[src/epm_pkg.sv]
// Constants, types and field layout for the engine protection monitor.
// Assumes one 250 MHz clock and a simple strobe register port from a local master.
// Contract
// - Contact protection armed only if an input has its function and nonzero delay.
// - Engine protections armed after fuel solenoid opens, not during start or stop.
// - Contact trips after uninterrupted activity for its delay, counted after time mask.
// - Coolant shutdown trips at or above level for delay after mask; zero disables.
// - Oil temperature shutdown trips at or above level for delay after mask.
// - Low battery pre-alarm when strictly below level for delay; zero disables.
// - High battery pre-alarm when strictly above level for delay; zero disables.
// - Battery pre-alarms always armed except while starter motor is active; the code also requires manual or automatic mode.
// - At power-on and entry to off, nominal is 12 V below 17 V, else 24 V.
// - Battery levels are percentages of the detected nominal voltage.
// - Service anomaly when running hours since interval write reach it; zero disables.
// - Service anomaly survives power loss; cleared only by writing the interval.
// - Maintenance interval and action writes need installer access level.
// - Oil pressure shutdown trips at or below level for delay after mask.
// - Oil pressure pre-alarm trips at or below level for delay after mask.
// - Measurement protections armed only when their measurement is available.
// - Protections evaluated only in manual or automatic mode.
// - Function codes 4232 coolant shutdown, 4221 oil shutdown, 4222 oil pre-alarm.
package epm_pkg;

    localparam int EPM_NUM_DI = 4;
    localparam int EPM_AW = 8;
    localparam int EPM_DW = 16;

    // Timing: delays and masks count one-second ticks
    localparam int EPM_CLK_NS = 4;
    localparam int EPM_TICK_S = 1;
    localparam int EPM_SEC_CYCLES = EPM_TICK_S * 1000000000 / EPM_CLK_NS;
    localparam int EPM_SEC_PER_HOUR = 3600;

    // Register byte offsets
    localparam logic [7:0] EPM_REG_CTRL = 8'h00;
    localparam logic [7:0] EPM_REG_TMASK = 8'h04;
    localparam logic [7:0] EPM_REG_COOL_SD = 8'h08;
    localparam logic [7:0] EPM_REG_OILT_SD = 8'h0C;
    localparam logic [7:0] EPM_REG_OILP_SD = 8'h10;
    localparam logic [7:0] EPM_REG_OILP_PA = 8'h14;
    localparam logic [7:0] EPM_REG_BAT_LO = 8'h18;
    localparam logic [7:0] EPM_REG_BAT_HI = 8'h1C;
    localparam logic [7:0] EPM_REG_MAINT_INT = 8'h20;
    localparam logic [7:0] EPM_REG_MAINT_ACT = 8'h24;
    localparam logic [7:0] EPM_REG_STATUS = 8'h28;
    localparam logic [7:0] EPM_REG_IRQ_CLR = 8'h2C;
    localparam logic [7:0] EPM_REG_IRQ_EN = 8'h30;
    localparam logic [7:0] EPM_REG_HOURS = 8'h34;
    localparam logic [7:0] EPM_REG_LIVE = 8'h38;
    localparam logic [7:0] EPM_REG_DI_BASE = 8'h40;

    // Field positions: level/delay registers hold level in [15:0], delay in [31:16]
    localparam int EPM_LVL_LSB = 0;
    localparam int EPM_DLY_LSB = 16;
    localparam int EPM_CTRL_INSTALLER = 0;
    localparam int EPM_ST_NOM24 = 16;
    localparam int EPM_ST_MASKDONE = 17;
    localparam int EPM_ST_SVC = 18;

    // Digital input function codes
    localparam logic [15:0] EPM_FN_COOL_SD = 16'h1088;
    localparam logic [15:0] EPM_FN_OILP_SD = 16'h107D;
    localparam logic [15:0] EPM_FN_OILP_PA = 16'h107E;

    // Battery figures in millivolts, and the percent scale factor
    localparam logic [31:0] EPM_BAT_SPLIT_MV = 32'h4268;
    localparam logic [31:0] EPM_NOM12_MV = 32'h2EE0;
    localparam logic [31:0] EPM_NOM24_MV = 32'h5DC0;
    localparam logic [31:0] EPM_PCT_SCALE = 32'h64;

    // Event bit positions
    localparam int EPM_EV_COOL_CT = 0;
    localparam int EPM_EV_COOL_MS = 1;
    localparam int EPM_EV_OILT_MS = 2;
    localparam int EPM_EV_OPSD_CT = 3;
    localparam int EPM_EV_OPSD_MS = 4;
    localparam int EPM_EV_OPPA_CT = 5;
    localparam int EPM_EV_OPPA_MS = 6;
    localparam int EPM_EV_BAT_LO = 7;
    localparam int EPM_EV_BAT_HI = 8;
    localparam int EPM_EV_SVC = 9;
    localparam int EPM_NUM_EV = 10;
    localparam logic [9:0] EPM_SD_MASK = 10'h01F;
    localparam logic [9:0] EPM_PA_MASK = 10'h1E0;

    // Measurement timers
    localparam int EPM_TM_COOL = 0;
    localparam int EPM_TM_OILT = 1;
    localparam int EPM_TM_OPSD = 2;
    localparam int EPM_TM_OPPA = 3;
    localparam int EPM_TM_BLO = 4;
    localparam int EPM_TM_BHI = 5;
    localparam int EPM_NUM_TM = 6;

    typedef enum logic [1:0] {
        EPM_MODE_OFF = 2'b00,
        EPM_MODE_MAN = 2'b01,
        EPM_MODE_AUTO = 2'b11,
        EPM_MODE_TEST = 2'b10
    } epm_mode_e;

    typedef enum logic [1:0] {
        EPM_ACT_SHUTDOWN = 2'b00,
        EPM_ACT_PREALARM = 2'b01,
        EPM_ACT_WARNING = 2'b11,
        EPM_ACT_NONE = 2'b10
    } epm_act_e;

    // Engine status from the sequencer
    typedef struct packed {
        logic fuelOpen;
        logic startPhase;
        logic stopPhase;
        logic running;
        logic starterOn;
    } epm_eng_s;

    // Measurements with availability flags
    typedef struct packed {
        logic coolAvail;
        logic oiltAvail;
        logic oilpAvail;
        logic [15:0] coolTemp;
        logic [15:0] oilTemp;
        logic [15:0] oilPress;
        logic [15:0] batMv;
    } epm_meas_s;

    typedef struct packed {
        logic shutdownReq;
        logic prealarmReq;
        logic svcActive;
        epm_act_e svcAction;
        logic [EPM_NUM_EV-1:0] live;
    } epm_anom_s;

endpackage : epm_pkg

[src/epm_monitor.sv]
// Engine protection monitor: contact and measurement protections with persistence timers.
// Assumes engine status and measurements come from logic on sys_clk; contacts are raw pins.
`timescale 1ns/1ps
module epm_monitor
    import epm_pkg::*;
#(
    parameter int SEC_CYCLES = EPM_SEC_CYCLES,
    parameter int SEC_PER_HOUR = EPM_SEC_PER_HOUR
)
(
    // Clock and reset
    input wire logic sys_clk,
    input wire logic reset,
    // Register port
    input wire logic [EPM_AW-1:0] regAddr,
    input wire logic [31:0] regWdata,
    input wire logic regWr,
    input wire logic regRd,
    output logic [31:0] regRdata,
    // Plant side
    input wire logic [EPM_NUM_DI-1:0] contactPin,
    input wire epm_mode_e opMode,
    input wire epm_eng_s engine,
    input wire epm_meas_s meas,
    input wire logic svcRestore,
    // Anomaly side
    output epm_anom_s anomaly,
    output logic irq
);

    typedef struct packed {
        logic [31:0] preCnt;
        logic secTick;
        logic [EPM_NUM_DI-1:0] diMeta;
        logic [EPM_NUM_DI-1:0] diSync;
        logic [EPM_NUM_DI-1:0][15:0] diFunc;
        logic [EPM_NUM_DI-1:0][15:0] diDelay;
        logic [EPM_NUM_DI-1:0][15:0] diCnt;
        logic [15:0] tmask;
        logic [15:0] maskCnt;
        logic [EPM_NUM_TM-1:0][15:0] tmLvl;
        logic [EPM_NUM_TM-1:0][15:0] tmDly;
        logic [EPM_NUM_TM-1:0][15:0] tmCnt;
        logic [15:0] maintInt;
        epm_act_e maintAct;
        logic installer;
        logic [31:0] secInHour;
        logic [15:0] hours;
        logic svc;
        logic nom24;
        logic pwrOnDone;
        epm_mode_e prevMode;
        logic [EPM_NUM_EV-1:0] live;
        logic [EPM_NUM_EV-1:0] status;
        logic [EPM_NUM_EV-1:0] irqEn;
        logic [31:0] rdata;
    } epm_state_s;

    epm_state_s state_ff;
    epm_state_s nxt_state;

    // Persistence step: restart on a break, saturate at the delay
    function automatic logic [15:0] epm_tmr_step(
        input logic [15:0] cnt,
        input logic cond,
        input logic [15:0] dly,
        input logic tick
    );
        logic [15:0] res;
        res = 16'h0000;
        if (cond)
        begin
            if (cnt >= dly)
                res = dly;
            else if (tick)
                res = cnt + 16'h0001;
            else
                res = cnt;
        end
        return res;
    endfunction : epm_tmr_step

    logic modeOk;
    logic engArmed;
    logic maskDone;
    logic [31:0] nomMv;
    logic [31:0] batScaled;
    logic [EPM_NUM_TM-1:0] tmCond;
    logic [EPM_NUM_TM-1:0] tmTrip;
    logic [EPM_NUM_DI-1:0] diCond;
    logic [EPM_NUM_DI-1:0] diTrip;
    logic [EPM_NUM_DI-1:0] diIsCool;
    logic [EPM_NUM_DI-1:0] diIsOpsd;
    logic [EPM_NUM_DI-1:0] diIsOppa;

    assign modeOk = (opMode == EPM_MODE_MAN) || (opMode == EPM_MODE_AUTO);
    assign engArmed = modeOk && engine.fuelOpen && !engine.startPhase
                      && !engine.stopPhase;
    assign maskDone = (state_ff.maskCnt >= state_ff.tmask);
    assign nomMv = state_ff.nom24 ? EPM_NOM24_MV : EPM_NOM12_MV;
    assign batScaled = 32'(meas.batMv) * EPM_PCT_SCALE;

    // Per-input contact qualification
    generate
        for (genvar gi = 0; gi < EPM_NUM_DI; gi++)
        begin : g_di
            assign diIsCool[gi] = (state_ff.diFunc[gi] == EPM_FN_COOL_SD);
            assign diIsOpsd[gi] = (state_ff.diFunc[gi] == EPM_FN_OILP_SD);
            assign diIsOppa[gi] = (state_ff.diFunc[gi] == EPM_FN_OILP_PA);
            // A zero delay leaves the input unarmed
            assign diCond[gi] = state_ff.diSync[gi] && (state_ff.diDelay[gi] != 16'h0000)
                                && (diIsCool[gi] || diIsOpsd[gi] || diIsOppa[gi])
                                && engArmed && maskDone;
            assign diTrip[gi] = diCond[gi] && (state_ff.diCnt[gi] == state_ff.diDelay[gi]);
        end
    endgenerate

    // Measurement conditions
    always_comb
    begin
        tmCond = '0;
        tmCond[EPM_TM_COOL] = meas.coolAvail && engArmed && maskDone
                              && (meas.coolTemp >= state_ff.tmLvl[EPM_TM_COOL]);
        tmCond[EPM_TM_OILT] = meas.oiltAvail && engArmed && maskDone
                              && (meas.oilTemp >= state_ff.tmLvl[EPM_TM_OILT]);
        tmCond[EPM_TM_OPSD] = meas.oilpAvail && engArmed && maskDone
                              && (meas.oilPress <= state_ff.tmLvl[EPM_TM_OPSD]);
        tmCond[EPM_TM_OPPA] = meas.oilpAvail && engArmed && maskDone
                              && (meas.oilPress <= state_ff.tmLvl[EPM_TM_OPPA]);
        // Percent of nominal: compare bat*100 with pct*nominal to avoid a divider
        tmCond[EPM_TM_BLO] = modeOk && !engine.starterOn
            && (batScaled < 32'(state_ff.tmLvl[EPM_TM_BLO]) * nomMv);
        tmCond[EPM_TM_BHI] = modeOk && !engine.starterOn
            && (batScaled > 32'(state_ff.tmLvl[EPM_TM_BHI]) * nomMv);
        for (int i = 0; i < EPM_NUM_TM; i++)
        begin
            if (state_ff.tmDly[i] == 16'h0000)
                tmCond[i] = 1'b0;
        end
    end

    always_comb
    begin
        for (int i = 0; i < EPM_NUM_TM; i++)
            tmTrip[i] = tmCond[i] && (state_ff.tmCnt[i] == state_ff.tmDly[i]);
    end

    always_comb
    begin
        logic [EPM_NUM_EV-1:0] evSet;
        logic [EPM_NUM_EV-1:0] clrMask;
        logic [31:0] rd;
        logic [7:0] diIdx;
        evSet = '0;
        clrMask = '0;
        rd = 32'h0000_0000;
        diIdx = 8'h00;
        nxt_state = state_ff;

        // One-second tick
        if (state_ff.preCnt >= 32'(SEC_CYCLES - 1))
        begin
            nxt_state.preCnt = 32'h0000_0000;
            nxt_state.secTick = 1'b1;
        end
        else
        begin
            nxt_state.preCnt = state_ff.preCnt + 32'h0000_0001;
            nxt_state.secTick = 1'b0;
        end

        nxt_state.diMeta = contactPin;
        nxt_state.diSync = state_ff.diMeta;

        // Time mask runs from engine start; cleared while the engine is not running
        if (!engine.running)
            nxt_state.maskCnt = 16'h0000;
        else if (state_ff.secTick && !maskDone)
            nxt_state.maskCnt = state_ff.maskCnt + 16'h0001;

        for (int i = 0; i < EPM_NUM_DI; i++)
            nxt_state.diCnt[i] = epm_tmr_step(state_ff.diCnt[i], diCond[i],
                                              state_ff.diDelay[i], state_ff.secTick);
        for (int i = 0; i < EPM_NUM_TM; i++)
            nxt_state.tmCnt[i] = epm_tmr_step(state_ff.tmCnt[i], tmCond[i],
                                              state_ff.tmDly[i], state_ff.secTick);

        // Battery nominal detection at power-on and on each entry to off
        nxt_state.prevMode = opMode;
        nxt_state.pwrOnDone = 1'b1;
        if (!state_ff.pwrOnDone
            || (opMode == EPM_MODE_OFF && state_ff.prevMode != EPM_MODE_OFF))
            nxt_state.nom24 = (32'(meas.batMv) >= EPM_BAT_SPLIT_MV);

        // Saved service flag is restored once, after reset release
        if (!state_ff.pwrOnDone && svcRestore)
            nxt_state.svc = 1'b1;

        // Running hours since the interval was last written
        if (modeOk && engine.running && state_ff.secTick)
        begin
            if (state_ff.secInHour >= 32'(SEC_PER_HOUR - 1))
            begin
                nxt_state.secInHour = 32'h0000_0000;
                if (state_ff.hours != 16'hFFFF)
                    nxt_state.hours = state_ff.hours + 16'h0001;
            end
            else
                nxt_state.secInHour = state_ff.secInHour + 32'h0000_0001;
        end
        if (modeOk && state_ff.maintInt != 16'h0000 && state_ff.hours >= state_ff.maintInt)
            nxt_state.svc = 1'b1;

        // Live anomalies
        nxt_state.live[EPM_EV_COOL_CT] = |(diTrip & diIsCool);
        nxt_state.live[EPM_EV_COOL_MS] = tmTrip[EPM_TM_COOL];
        nxt_state.live[EPM_EV_OILT_MS] = tmTrip[EPM_TM_OILT];
        nxt_state.live[EPM_EV_OPSD_CT] = |(diTrip & diIsOpsd);
        nxt_state.live[EPM_EV_OPSD_MS] = tmTrip[EPM_TM_OPSD];
        nxt_state.live[EPM_EV_OPPA_CT] = |(diTrip & diIsOppa);
        nxt_state.live[EPM_EV_OPPA_MS] = tmTrip[EPM_TM_OPPA];
        nxt_state.live[EPM_EV_BAT_LO] = tmTrip[EPM_TM_BLO];
        nxt_state.live[EPM_EV_BAT_HI] = tmTrip[EPM_TM_BHI];
        nxt_state.live[EPM_EV_SVC] = state_ff.svc;

        // Register writes
        if (regWr)
        begin
            if (regAddr == EPM_REG_CTRL)
                nxt_state.installer = regWdata[EPM_CTRL_INSTALLER];
            else if (regAddr == EPM_REG_TMASK)
                nxt_state.tmask = regWdata[15:0];
            else if (regAddr == EPM_REG_COOL_SD)
            begin
                nxt_state.tmLvl[EPM_TM_COOL] = regWdata[EPM_LVL_LSB +: 16];
                nxt_state.tmDly[EPM_TM_COOL] = regWdata[EPM_DLY_LSB +: 16];
            end
            else if (regAddr == EPM_REG_OILT_SD)
            begin
                nxt_state.tmLvl[EPM_TM_OILT] = regWdata[EPM_LVL_LSB +: 16];
                nxt_state.tmDly[EPM_TM_OILT] = regWdata[EPM_DLY_LSB +: 16];
            end
            else if (regAddr == EPM_REG_OILP_SD)
            begin
                nxt_state.tmLvl[EPM_TM_OPSD] = regWdata[EPM_LVL_LSB +: 16];
                nxt_state.tmDly[EPM_TM_OPSD] = regWdata[EPM_DLY_LSB +: 16];
            end
            else if (regAddr == EPM_REG_OILP_PA)
            begin
                nxt_state.tmLvl[EPM_TM_OPPA] = regWdata[EPM_LVL_LSB +: 16];
                nxt_state.tmDly[EPM_TM_OPPA] = regWdata[EPM_DLY_LSB +: 16];
            end
            else if (regAddr == EPM_REG_BAT_LO)
            begin
                nxt_state.tmLvl[EPM_TM_BLO] = regWdata[EPM_LVL_LSB +: 16];
                nxt_state.tmDly[EPM_TM_BLO] = regWdata[EPM_DLY_LSB +: 16];
            end
            else if (regAddr == EPM_REG_BAT_HI)
            begin
                nxt_state.tmLvl[EPM_TM_BHI] = regWdata[EPM_LVL_LSB +: 16];
                nxt_state.tmDly[EPM_TM_BHI] = regWdata[EPM_DLY_LSB +: 16];
            end
            else if (regAddr == EPM_REG_MAINT_INT)
            begin
                // Any accepted write, even of the same value, restarts the count
                if (state_ff.installer)
                begin
                    nxt_state.maintInt = regWdata[15:0];
                    nxt_state.hours = 16'h0000;
                    nxt_state.secInHour = 32'h0000_0000;
                    nxt_state.svc = 1'b0;
                end
            end
            else if (regAddr == EPM_REG_MAINT_ACT)
            begin
                if (state_ff.installer)
                    nxt_state.maintAct = epm_act_e'(regWdata[1:0]);
            end
            else if (regAddr == EPM_REG_IRQ_CLR)
                clrMask = regWdata[EPM_NUM_EV-1:0];
            else if (regAddr == EPM_REG_IRQ_EN)
                nxt_state.irqEn = regWdata[EPM_NUM_EV-1:0];
            else if (regAddr >= EPM_REG_DI_BASE
                     && regAddr < EPM_REG_DI_BASE + 8'(4 * EPM_NUM_DI)
                     && regAddr[1:0] == 2'b00)
            begin
                diIdx = (regAddr - EPM_REG_DI_BASE) >> 2;
                nxt_state.diFunc[diIdx] = regWdata[EPM_LVL_LSB +: 16];
                nxt_state.diDelay[diIdx] = regWdata[EPM_DLY_LSB +: 16];
            end
        end

        // Sticky status: a new event beats a clear in the same cycle
        evSet = nxt_state.live & ~state_ff.live;
        nxt_state.status = (state_ff.status & ~clrMask) | evSet;

        // Register reads; data stand one cycle after the strobe only
        if (regRd)
        begin
            if (regAddr == EPM_REG_CTRL)
                rd = {31'h0000_0000, state_ff.installer};
            else if (regAddr == EPM_REG_TMASK)
                rd = {16'h0000, state_ff.tmask};
            else if (regAddr == EPM_REG_COOL_SD)
                rd = {state_ff.tmDly[EPM_TM_COOL], state_ff.tmLvl[EPM_TM_COOL]};
            else if (regAddr == EPM_REG_OILT_SD)
                rd = {state_ff.tmDly[EPM_TM_OILT], state_ff.tmLvl[EPM_TM_OILT]};
            else if (regAddr == EPM_REG_OILP_SD)
                rd = {state_ff.tmDly[EPM_TM_OPSD], state_ff.tmLvl[EPM_TM_OPSD]};
            else if (regAddr == EPM_REG_OILP_PA)
                rd = {state_ff.tmDly[EPM_TM_OPPA], state_ff.tmLvl[EPM_TM_OPPA]};
            else if (regAddr == EPM_REG_BAT_LO)
                rd = {state_ff.tmDly[EPM_TM_BLO], state_ff.tmLvl[EPM_TM_BLO]};
            else if (regAddr == EPM_REG_BAT_HI)
                rd = {state_ff.tmDly[EPM_TM_BHI], state_ff.tmLvl[EPM_TM_BHI]};
            else if (regAddr == EPM_REG_MAINT_INT)
                rd = {16'h0000, state_ff.maintInt};
            else if (regAddr == EPM_REG_MAINT_ACT)
                rd = {30'h0000_0000, state_ff.maintAct};
            else if (regAddr == EPM_REG_STATUS)
            begin
                rd[EPM_NUM_EV-1:0] = state_ff.status;
                rd[EPM_ST_NOM24] = state_ff.nom24;
                rd[EPM_ST_MASKDONE] = maskDone;
                rd[EPM_ST_SVC] = state_ff.svc;
            end
            else if (regAddr == EPM_REG_IRQ_EN)
                rd = {22'h00_0000, state_ff.irqEn};
            else if (regAddr == EPM_REG_HOURS)
                rd = {16'h0000, state_ff.hours};
            else if (regAddr == EPM_REG_LIVE)
                rd = {22'h00_0000, state_ff.live};
            else if (regAddr >= EPM_REG_DI_BASE
                     && regAddr < EPM_REG_DI_BASE + 8'(4 * EPM_NUM_DI)
                     && regAddr[1:0] == 2'b00)
            begin
                diIdx = (regAddr - EPM_REG_DI_BASE) >> 2;
                rd = {state_ff.diDelay[diIdx], state_ff.diFunc[diIdx]};
            end
        end
        nxt_state.rdata = rd;
    end

    always_ff @(posedge sys_clk or posedge reset)
    begin
        if (reset)
            state_ff <= '0;
        else
            state_ff <= nxt_state;
    end

    // Outputs
    assign regRdata = state_ff.rdata;
    assign irq = |(state_ff.status & state_ff.irqEn);
    assign anomaly.live = state_ff.live;
    assign anomaly.svcActive = state_ff.svc;
    assign anomaly.svcAction = state_ff.maintAct;
    assign anomaly.shutdownReq = |(state_ff.live & EPM_SD_MASK)
        || (state_ff.svc && state_ff.maintAct == EPM_ACT_SHUTDOWN);
    assign anomaly.prealarmReq = |(state_ff.live & EPM_PA_MASK)
        || (state_ff.svc && state_ff.maintAct == EPM_ACT_PREALARM);

endmodule : epm_monitor

[config.mk]
export PLATFORM = sky130hd
export DESIGN_NAME = epm_monitor
export DESIGN_NICKNAME = d
export VERILOG_FILES = /design/src/epm_pkg.sv /design/src/epm_monitor.sv
export SDC_FILE = /design/constraint.sdc
export NUM_CORES = 2
export LEC_CHECK = 0
export BUFFER_PORTS_ARGS = -buffer_cell sky130_fd_sc_hd__buf_4
export CAP_MARGIN = 20
export CORE_MARGIN = 1
export CORE_UTILIZATION = 35
export CTS_BUF_LIST = sky130_fd_sc_hd__clkbuf_4
export CTS_CLUSTER_SIZE = 24
export DETAILED_ROUTE_END_ITERATION = 16
export SLEW_MARGIN = 15
export SYNTH_ARGS = -nofsm -noshare
export SYNTH_HDL_FRONTEND = slang
export SYNTH_SLANG_ARGS = --single-unit
[constraint.sdc]
create_clock -name sys_clk -period 24 [get_ports sys_clk]
set_clock_uncertainty 0.1 [all_clocks]
set_input_delay 3.6 -clock sys_clk [delete_from_list [all_inputs] [get_ports sys_clk]]
set_output_delay 3.6 -clock sys_clk [all_outputs]
set_load 0.005 [all_outputs]
# Word-level counts from Yosys, hierarchy flattened
# Cells that the tools add are included.
[word_totals]
in_bits = 123
elab_cells = 365
regBits = 687
[classes]
addsub = 15
n_lt_le_gt_ge = 25
n_reduce_logical = 105
muxes = 96
n_bitwise = 21
n_mul = 3
eq_ne = 51
[op_table]
columns = ["cell", "count"]
rows = [
  ["$mux W16", 37],
  ["$mux W49", 11],
  ["$mux W32", 16],
  ["$ge A16 B16 Y1", 14],
  ["$add A16 B1 Y16 const B", 12],
  ["$eq A16 B13 Y1 const B", 12],
  ["$eq A16 B16 Y1", 10],
  ["$mux W10", 13],
  ["$bwmux W64", 2],
  ["$logic_not A16 Y1", 6],
  ["$reduce_bool A16 Y1", 5],
  ["$add A32 B1 Y32 const B", 2],
  ["$bmux W16 S2", 2],
  ["$mul A16 B15 Y31", 2],
  ["$eq A8 B6 Y1 const B", 7],
  ["$logic_and A1 B1 Y1", 54],
  ["$mux W48", 1],
  ["$mux W33", 1],
  ["$demux W16 S2", 1],
  ["$eq A8 B5 Y1 const B", 4],
  ["$ge A32 B12 Y1 const B", 1],
  ["$ge A32 B28 Y1 const B", 1],
  ["$le A16 B16 Y1", 2],
  ["$gt A23 B31 Y1", 1],
  ["other kinds (45)", 99],
]

# Longest topological paths before layout
[logic_depth]
ltp_word = 19
depth_mapped = 33
ltp_nobuf = 30

# Worst setup path after synthesis
# OpenSTA, ideal clock, no wires.
[synth_timing]
path_kind = "in2reg"
from = "in meas[2] in the netlist's numbering"
to = "reg state_ff[199] in the netlist's numbering"
t_arrival_ns = 8.117
required_ns = 23.763
path_stages = 25
setup_ns = 0.137
path_slack_ns = 15.646
cell_sequence = "inv_1 -> ha_1 -> inv_1 -> ha_1 -> inv_1 -> fa_1 -> inv_1 -> ha_1 -> nor2b_1 -> o21a_1 -> o21ai_0 -> a211o_1 -> a31oi_1 -> nand4_1 -> nand4b_1 -> a21oi_1 -> xnor2_1 -> ha_1 -> nand4_1 -> or4_1 -> o211ai_1 -> nand4_1 -> o311ai_4 -> buf_6 -> a211oi_1"
[synth_via]
elab_chain_cells = 5
elab_cells_between_ends = 6
classes_between = "mul: 1; order compare: 1; eq/ne: 1; mux: 2; reduce/logical: 1"
[synth_rtl]
columns = ["element", "line", "rtl"]
rows = [
  ["from (decl)", "epm_monitor.sv:24", "input wire epm_meas_s meas,"],
  ["$mul A16 B5 Y21 (*)", "epm_monitor.sv:101", "assign batScaled = 32'(meas.batMv) * EPM_PCT_SCALE;"],
  ["$lt A23 B31 Y1 (*)", "epm_monitor.sv:132", "&& (batScaled < 32'(state_ff.tmLvl[EPM_TM_BLO]) * nomMv);"],
  ["$logic_and A1 B1 Y1 (*)", "epm_monitor.sv:132", ""],
  ["$mux W1 (*)", "epm_monitor.sv:137", "if (state_ff.tmDly[i] == 16'h0000)"],
  ["$ne A3 B2 Y1 (no line) / $mux W16 (equally long branches)", "--", ""],
  ["to (signal assigned)", "epm_monitor.sv:349", "state_ff <= nxt_state;"],
  ["to (decl)", "epm_monitor.sv:59", "epm_state_s state_ff;"],
]
# Every way passes the cells marked *; elsewhere a longest branch is shown, timed or not.
# A chain may end at the register's enable or synchronous reset.

==> impl_summary.log <==
[metrics] worst-case clock buffer depth: 3
[metrics] Pins Over Slew Limit: 0
[metrics] R2R Path End: state_ff[49]$_DFF_PP0_
[metrics] aggregate routed wire length: 154400 µm
[metrics] number of different library cells in the post-synthesis netlist: 95
[metrics] multi-input gate area in the final layout: 30590 µm²
[metrics] Synth warnings: 0
[metrics] fraction of the yosys area taken by sequential cells: 0.3375
[metrics] number of violations of the max-capacitance limit: 0
[metrics] area fraction of the dominant cell type after synthesis: 0.3375
[metrics] # hold bufs at CTS: 0
[metrics] standard cell core area: 144000 µm²
[metrics] library cell occupying the most area in the post-synthesis netlist: dfrtp_1
[metrics] most frequently used cell type in the post-synthesis netlist: dfrtp_1
[metrics] number of buffers created by CTS: 178
[metrics] transition time of the tightest slew-check pin: 1.119 ns
[metrics] first-pass GRT wire length: 237700 µm
[metrics] count of instances resized after the clock tree is built: 0
[metrics] routability congestion estimate from global placement: 0.9343
[metrics] startpoint kind of the worst setup timing path: input pin
[metrics] horizontal die dimension: 383.5 µm
[metrics] initial antenna violation count: 8
[metrics] total global routing track utilization: 0.2091
[metrics] Top-Level Pins: 171
[metrics] per-instance average area after synthesis: 9.749 µm²
[metrics] fraction of registers with async set/reset: 1.000
[metrics] largest fanout on the critical path: 18
[metrics] worst voltage drop across the vdd grid: 0.1145 mV
[metrics] register cell area after layout: 17200 µm²
[metrics] post-synthesis to final-layout area growth: 10.42%
[metrics] drt first-iter violations: 3209
[metrics] violations in the final reports: DRC
[metrics] effective utilization at floorplan: 0.3537
[metrics] Worst Hold Path Cells: 0
[metrics] die outline area: 147100 µm²
[metrics] clock latency of the later-clocked register in the worst-skew pair: 1.15 ns
[metrics] Leak: 0.02689 µW
[metrics] average wire per cell in the routed design: 20.85 µm
[metrics] number of storage elements in the synthesis netlist: 687
[metrics] CP Data Arrival Time: 9.28 ns
[metrics] number of vias per cell after detailed routing: 5.403
[metrics] gr ovfl total: 0
[metrics] setup slack of the most critical reg-to-reg path: 15.72 ns
[metrics] Final #Nets: 6263
[metrics] FF-to-FF Start: state_ff[65]$_DFFE_PP0P_
[metrics] RSZ-0062 raised after global routing: no
[metrics] maximum number of pins on one net before global-route repair: 128
[metrics] slowest cell on the critical path: o311ai_4
[metrics] H-Tree Level Count: 4
[metrics] die span in y: 383.5 µm
[metrics] Rows: 139
[metrics] Worst R2R Path Depth: 25
[metrics] number of global-route vias before repair: 39700
[metrics] Gate Count Post-Synth: 5225
[metrics] Final Hold Vio Count: 0
[metrics] Synth area leaders: dfrtp_1 34%, ha_1 14%, fa_1 7.9%
[metrics] Setup Fix Bufs, Post-CTS: 0
[metrics] type of the worst setup path: in2reg
[metrics] Buf/Inv on CP: 5
[metrics] smallest setup slack after layout: 15.58 ns
[metrics] kind of path behind the tightest hold check: reg2reg
[metrics] Vias: 40010
[metrics] share of post-route cells with drive strength above 1: 0.1523
[metrics] most frequently used flop master after synthesis: dfrtp_1
[metrics] cell types with the highest counts after synthesis: 687 x dfrtp_1, 580 x ha_1, 546 x inv_1
[metrics] hold_ws: 0.2491 ns
[metrics] status: finished, violations left
[metrics] residual DRC count: 18
[metrics] clock-pin slew on the worst setup and hold paths: 0.07 ns
[metrics] Hold Crit Endpoint: state_ff[646]$_DFF_PP0_
[metrics] CTS tree: built
[metrics] share of the clock period used by the worst path after layout: 0.3506
[metrics] number of I/O port buffers: 170
[metrics] endpoint kind of the worst setup timing path: register
[metrics] normalized max-slew margin: 0.2533
[metrics] estimated wirelength of the detail-placed design: 116700 µm
[metrics] final setup violation count: 0
[metrics] number of routed nets with antenna violations: 0
[metrics] Post-Synthesis Cell Area: 50940 µm²
[metrics] critical path data required time: 24.86 ns
[metrics] Pwr Density: 100.3 nW/µm²
[metrics] final critical delay including setup and external delays: 8.415 ns
[metrics] delay of the slowest cell on the worst path: 0.91 ns
[metrics] Num Clock Sinks: 687
[metrics] number of synthesized flops with an enable pin: 0
[metrics] setup TNS after final layout: 0 ns
[metrics] origin of the worst min-delay path: nxt_state[646]$_DFF_PP0_
[metrics] worst slack at placement: 14.49 ns
[metrics] iteration count of the initial detailed-routing pass: 14
[metrics] cell at the root of the clock tree: clkbuf_4
[metrics] filler instances: 14420
[metrics] dominant delay contributor by cell family on the critical path: compound AO/OA/AOI/OAI gates
[metrics] peak clock frequency supported by timing: 0.1188 GHz
## per-stage QoR
step / instance area (µm²) / utilization / cells / power, µW
2_1_floorplan: 50970 / - / 5232 / 3746
3_3_place_gp: 53860 / 0.3740 / 7079 / 4506
3_5_place_dp: 53890 / 0.3742 / 7081 / 4572
4_1_cts: 56190 / 0.3902 / 7396 / 5686
5_1_grt: 56250 / 0.3906 / 7404 / 6169
6_report: 56250 / 0.3906 / 7405 / 5644
## layer usage
metal  global-route usage  share of wire  vias to the layer above
met5                    0              0                        -
li1                     -              -                    18630
met4              0.08204          0.038                        0
met1               0.2835           0.44                    19780
met2               0.3254           0.45                     1310
met3              0.04333          0.070                      285
## layout by cell type (no fill, tap or decap), types with 145 or more instances in the layout
master / n
ha_1: 580
inv_1: 545
fa_1: 201
clkbuf_4: 254
a21oi_1: 145
dfrtp_1: 686
mux2_2: 221
nor2_1: 405
a211oi_1: 164
buf_4: 218
nand2_1: 388
xnor2_1: 154
o21ai_0: 253
## how the worst max path moves through the flow
stage / start / to / slack [ns] / depth (start not counted)
2_1_floorplan: reset / anomaly[0]$_DFF_PP0_ / 1.04 / 1
3_3_place_gp: meas[2] / state_ff[49]$_DFF_PP0_ / 14.64 / 25
3_5_place_dp: meas[2] / state_ff[49]$_DFF_PP0_ / 14.49 / 25
4_1_cts: state_ff[65]$_DFFE_PP0P_ / state_ff[49]$_DFF_PP0_ / 15.70 / 26
5_1_grt: state_ff[65]$_DFFE_PP0P_ / state_ff[49]$_DFF_PP0_ / 15.23 / 25
6_report: meas[2] / state_ff[49]$_DFF_PP0_ / 15.58 / 25
## logic make-up (layout without fill, tap and decap cells)
| logic type | count (synthesis) | in the layout | share of synthesized area |
|---|---|---|---|
| XOR/XNOR | 266 | 266 | 0.04573 |
| AND/OR/NAND/NOR | 1409 | 1409 | 0.1324 |
| multiplexers | 270 | 270 | 0.06634 |
| adder cells (fa/ha/maj) | 781 | 781 | 0.2215 |
| AO/OA/AOI/OAI | 990 | 990 | 0.1315 |
| buffers and inverters | 820 | 1082 | 0.06497 |
| other | 2 | 17 | 0.0001474 |
| flip-flops | 687 | 687 | 0.3375 |
## layout make-up
| type | count | share of cell area |
|---|---|---|
| Tap cell | 1903 | 0.04233 |
| Multi-Input combinational cell | 3725 | 0.5439 |
| Antenna cell | 8 | 0.0003559 |
| Inverter | 546 | 0.03657 |
| Sequential cell | 687 | 0.3057 |
| Clock inverter | 61 | 0.007118 |
| Clock buffer | 254 | 0.03390 |
| Timing Repair Buffer | 221 | 0.03012 |
## worst reg2reg max path: cells and delay by family, from the launching register on
kind            cells  cell delay [ns]
fa+ha+maj           8             3.49
compound gates      7             2.01
flops               1             0.38
xor+xnor            1             0.16
simple gates        7             1.47
buf+inv             2             0.51
## report_power, final
group / internal [µW] / switching, µW
Clock: 542 / 521
Combinational: 1380 / 1930
Sequential: 1210 / 67.2
## state kept, by name (all words and copies together), names as in the netlist
signal / cells
regRdata: 32
state_ff: 638
nxt_state: 4
anomaly: 13
Power figures use the tool's default switching activity.
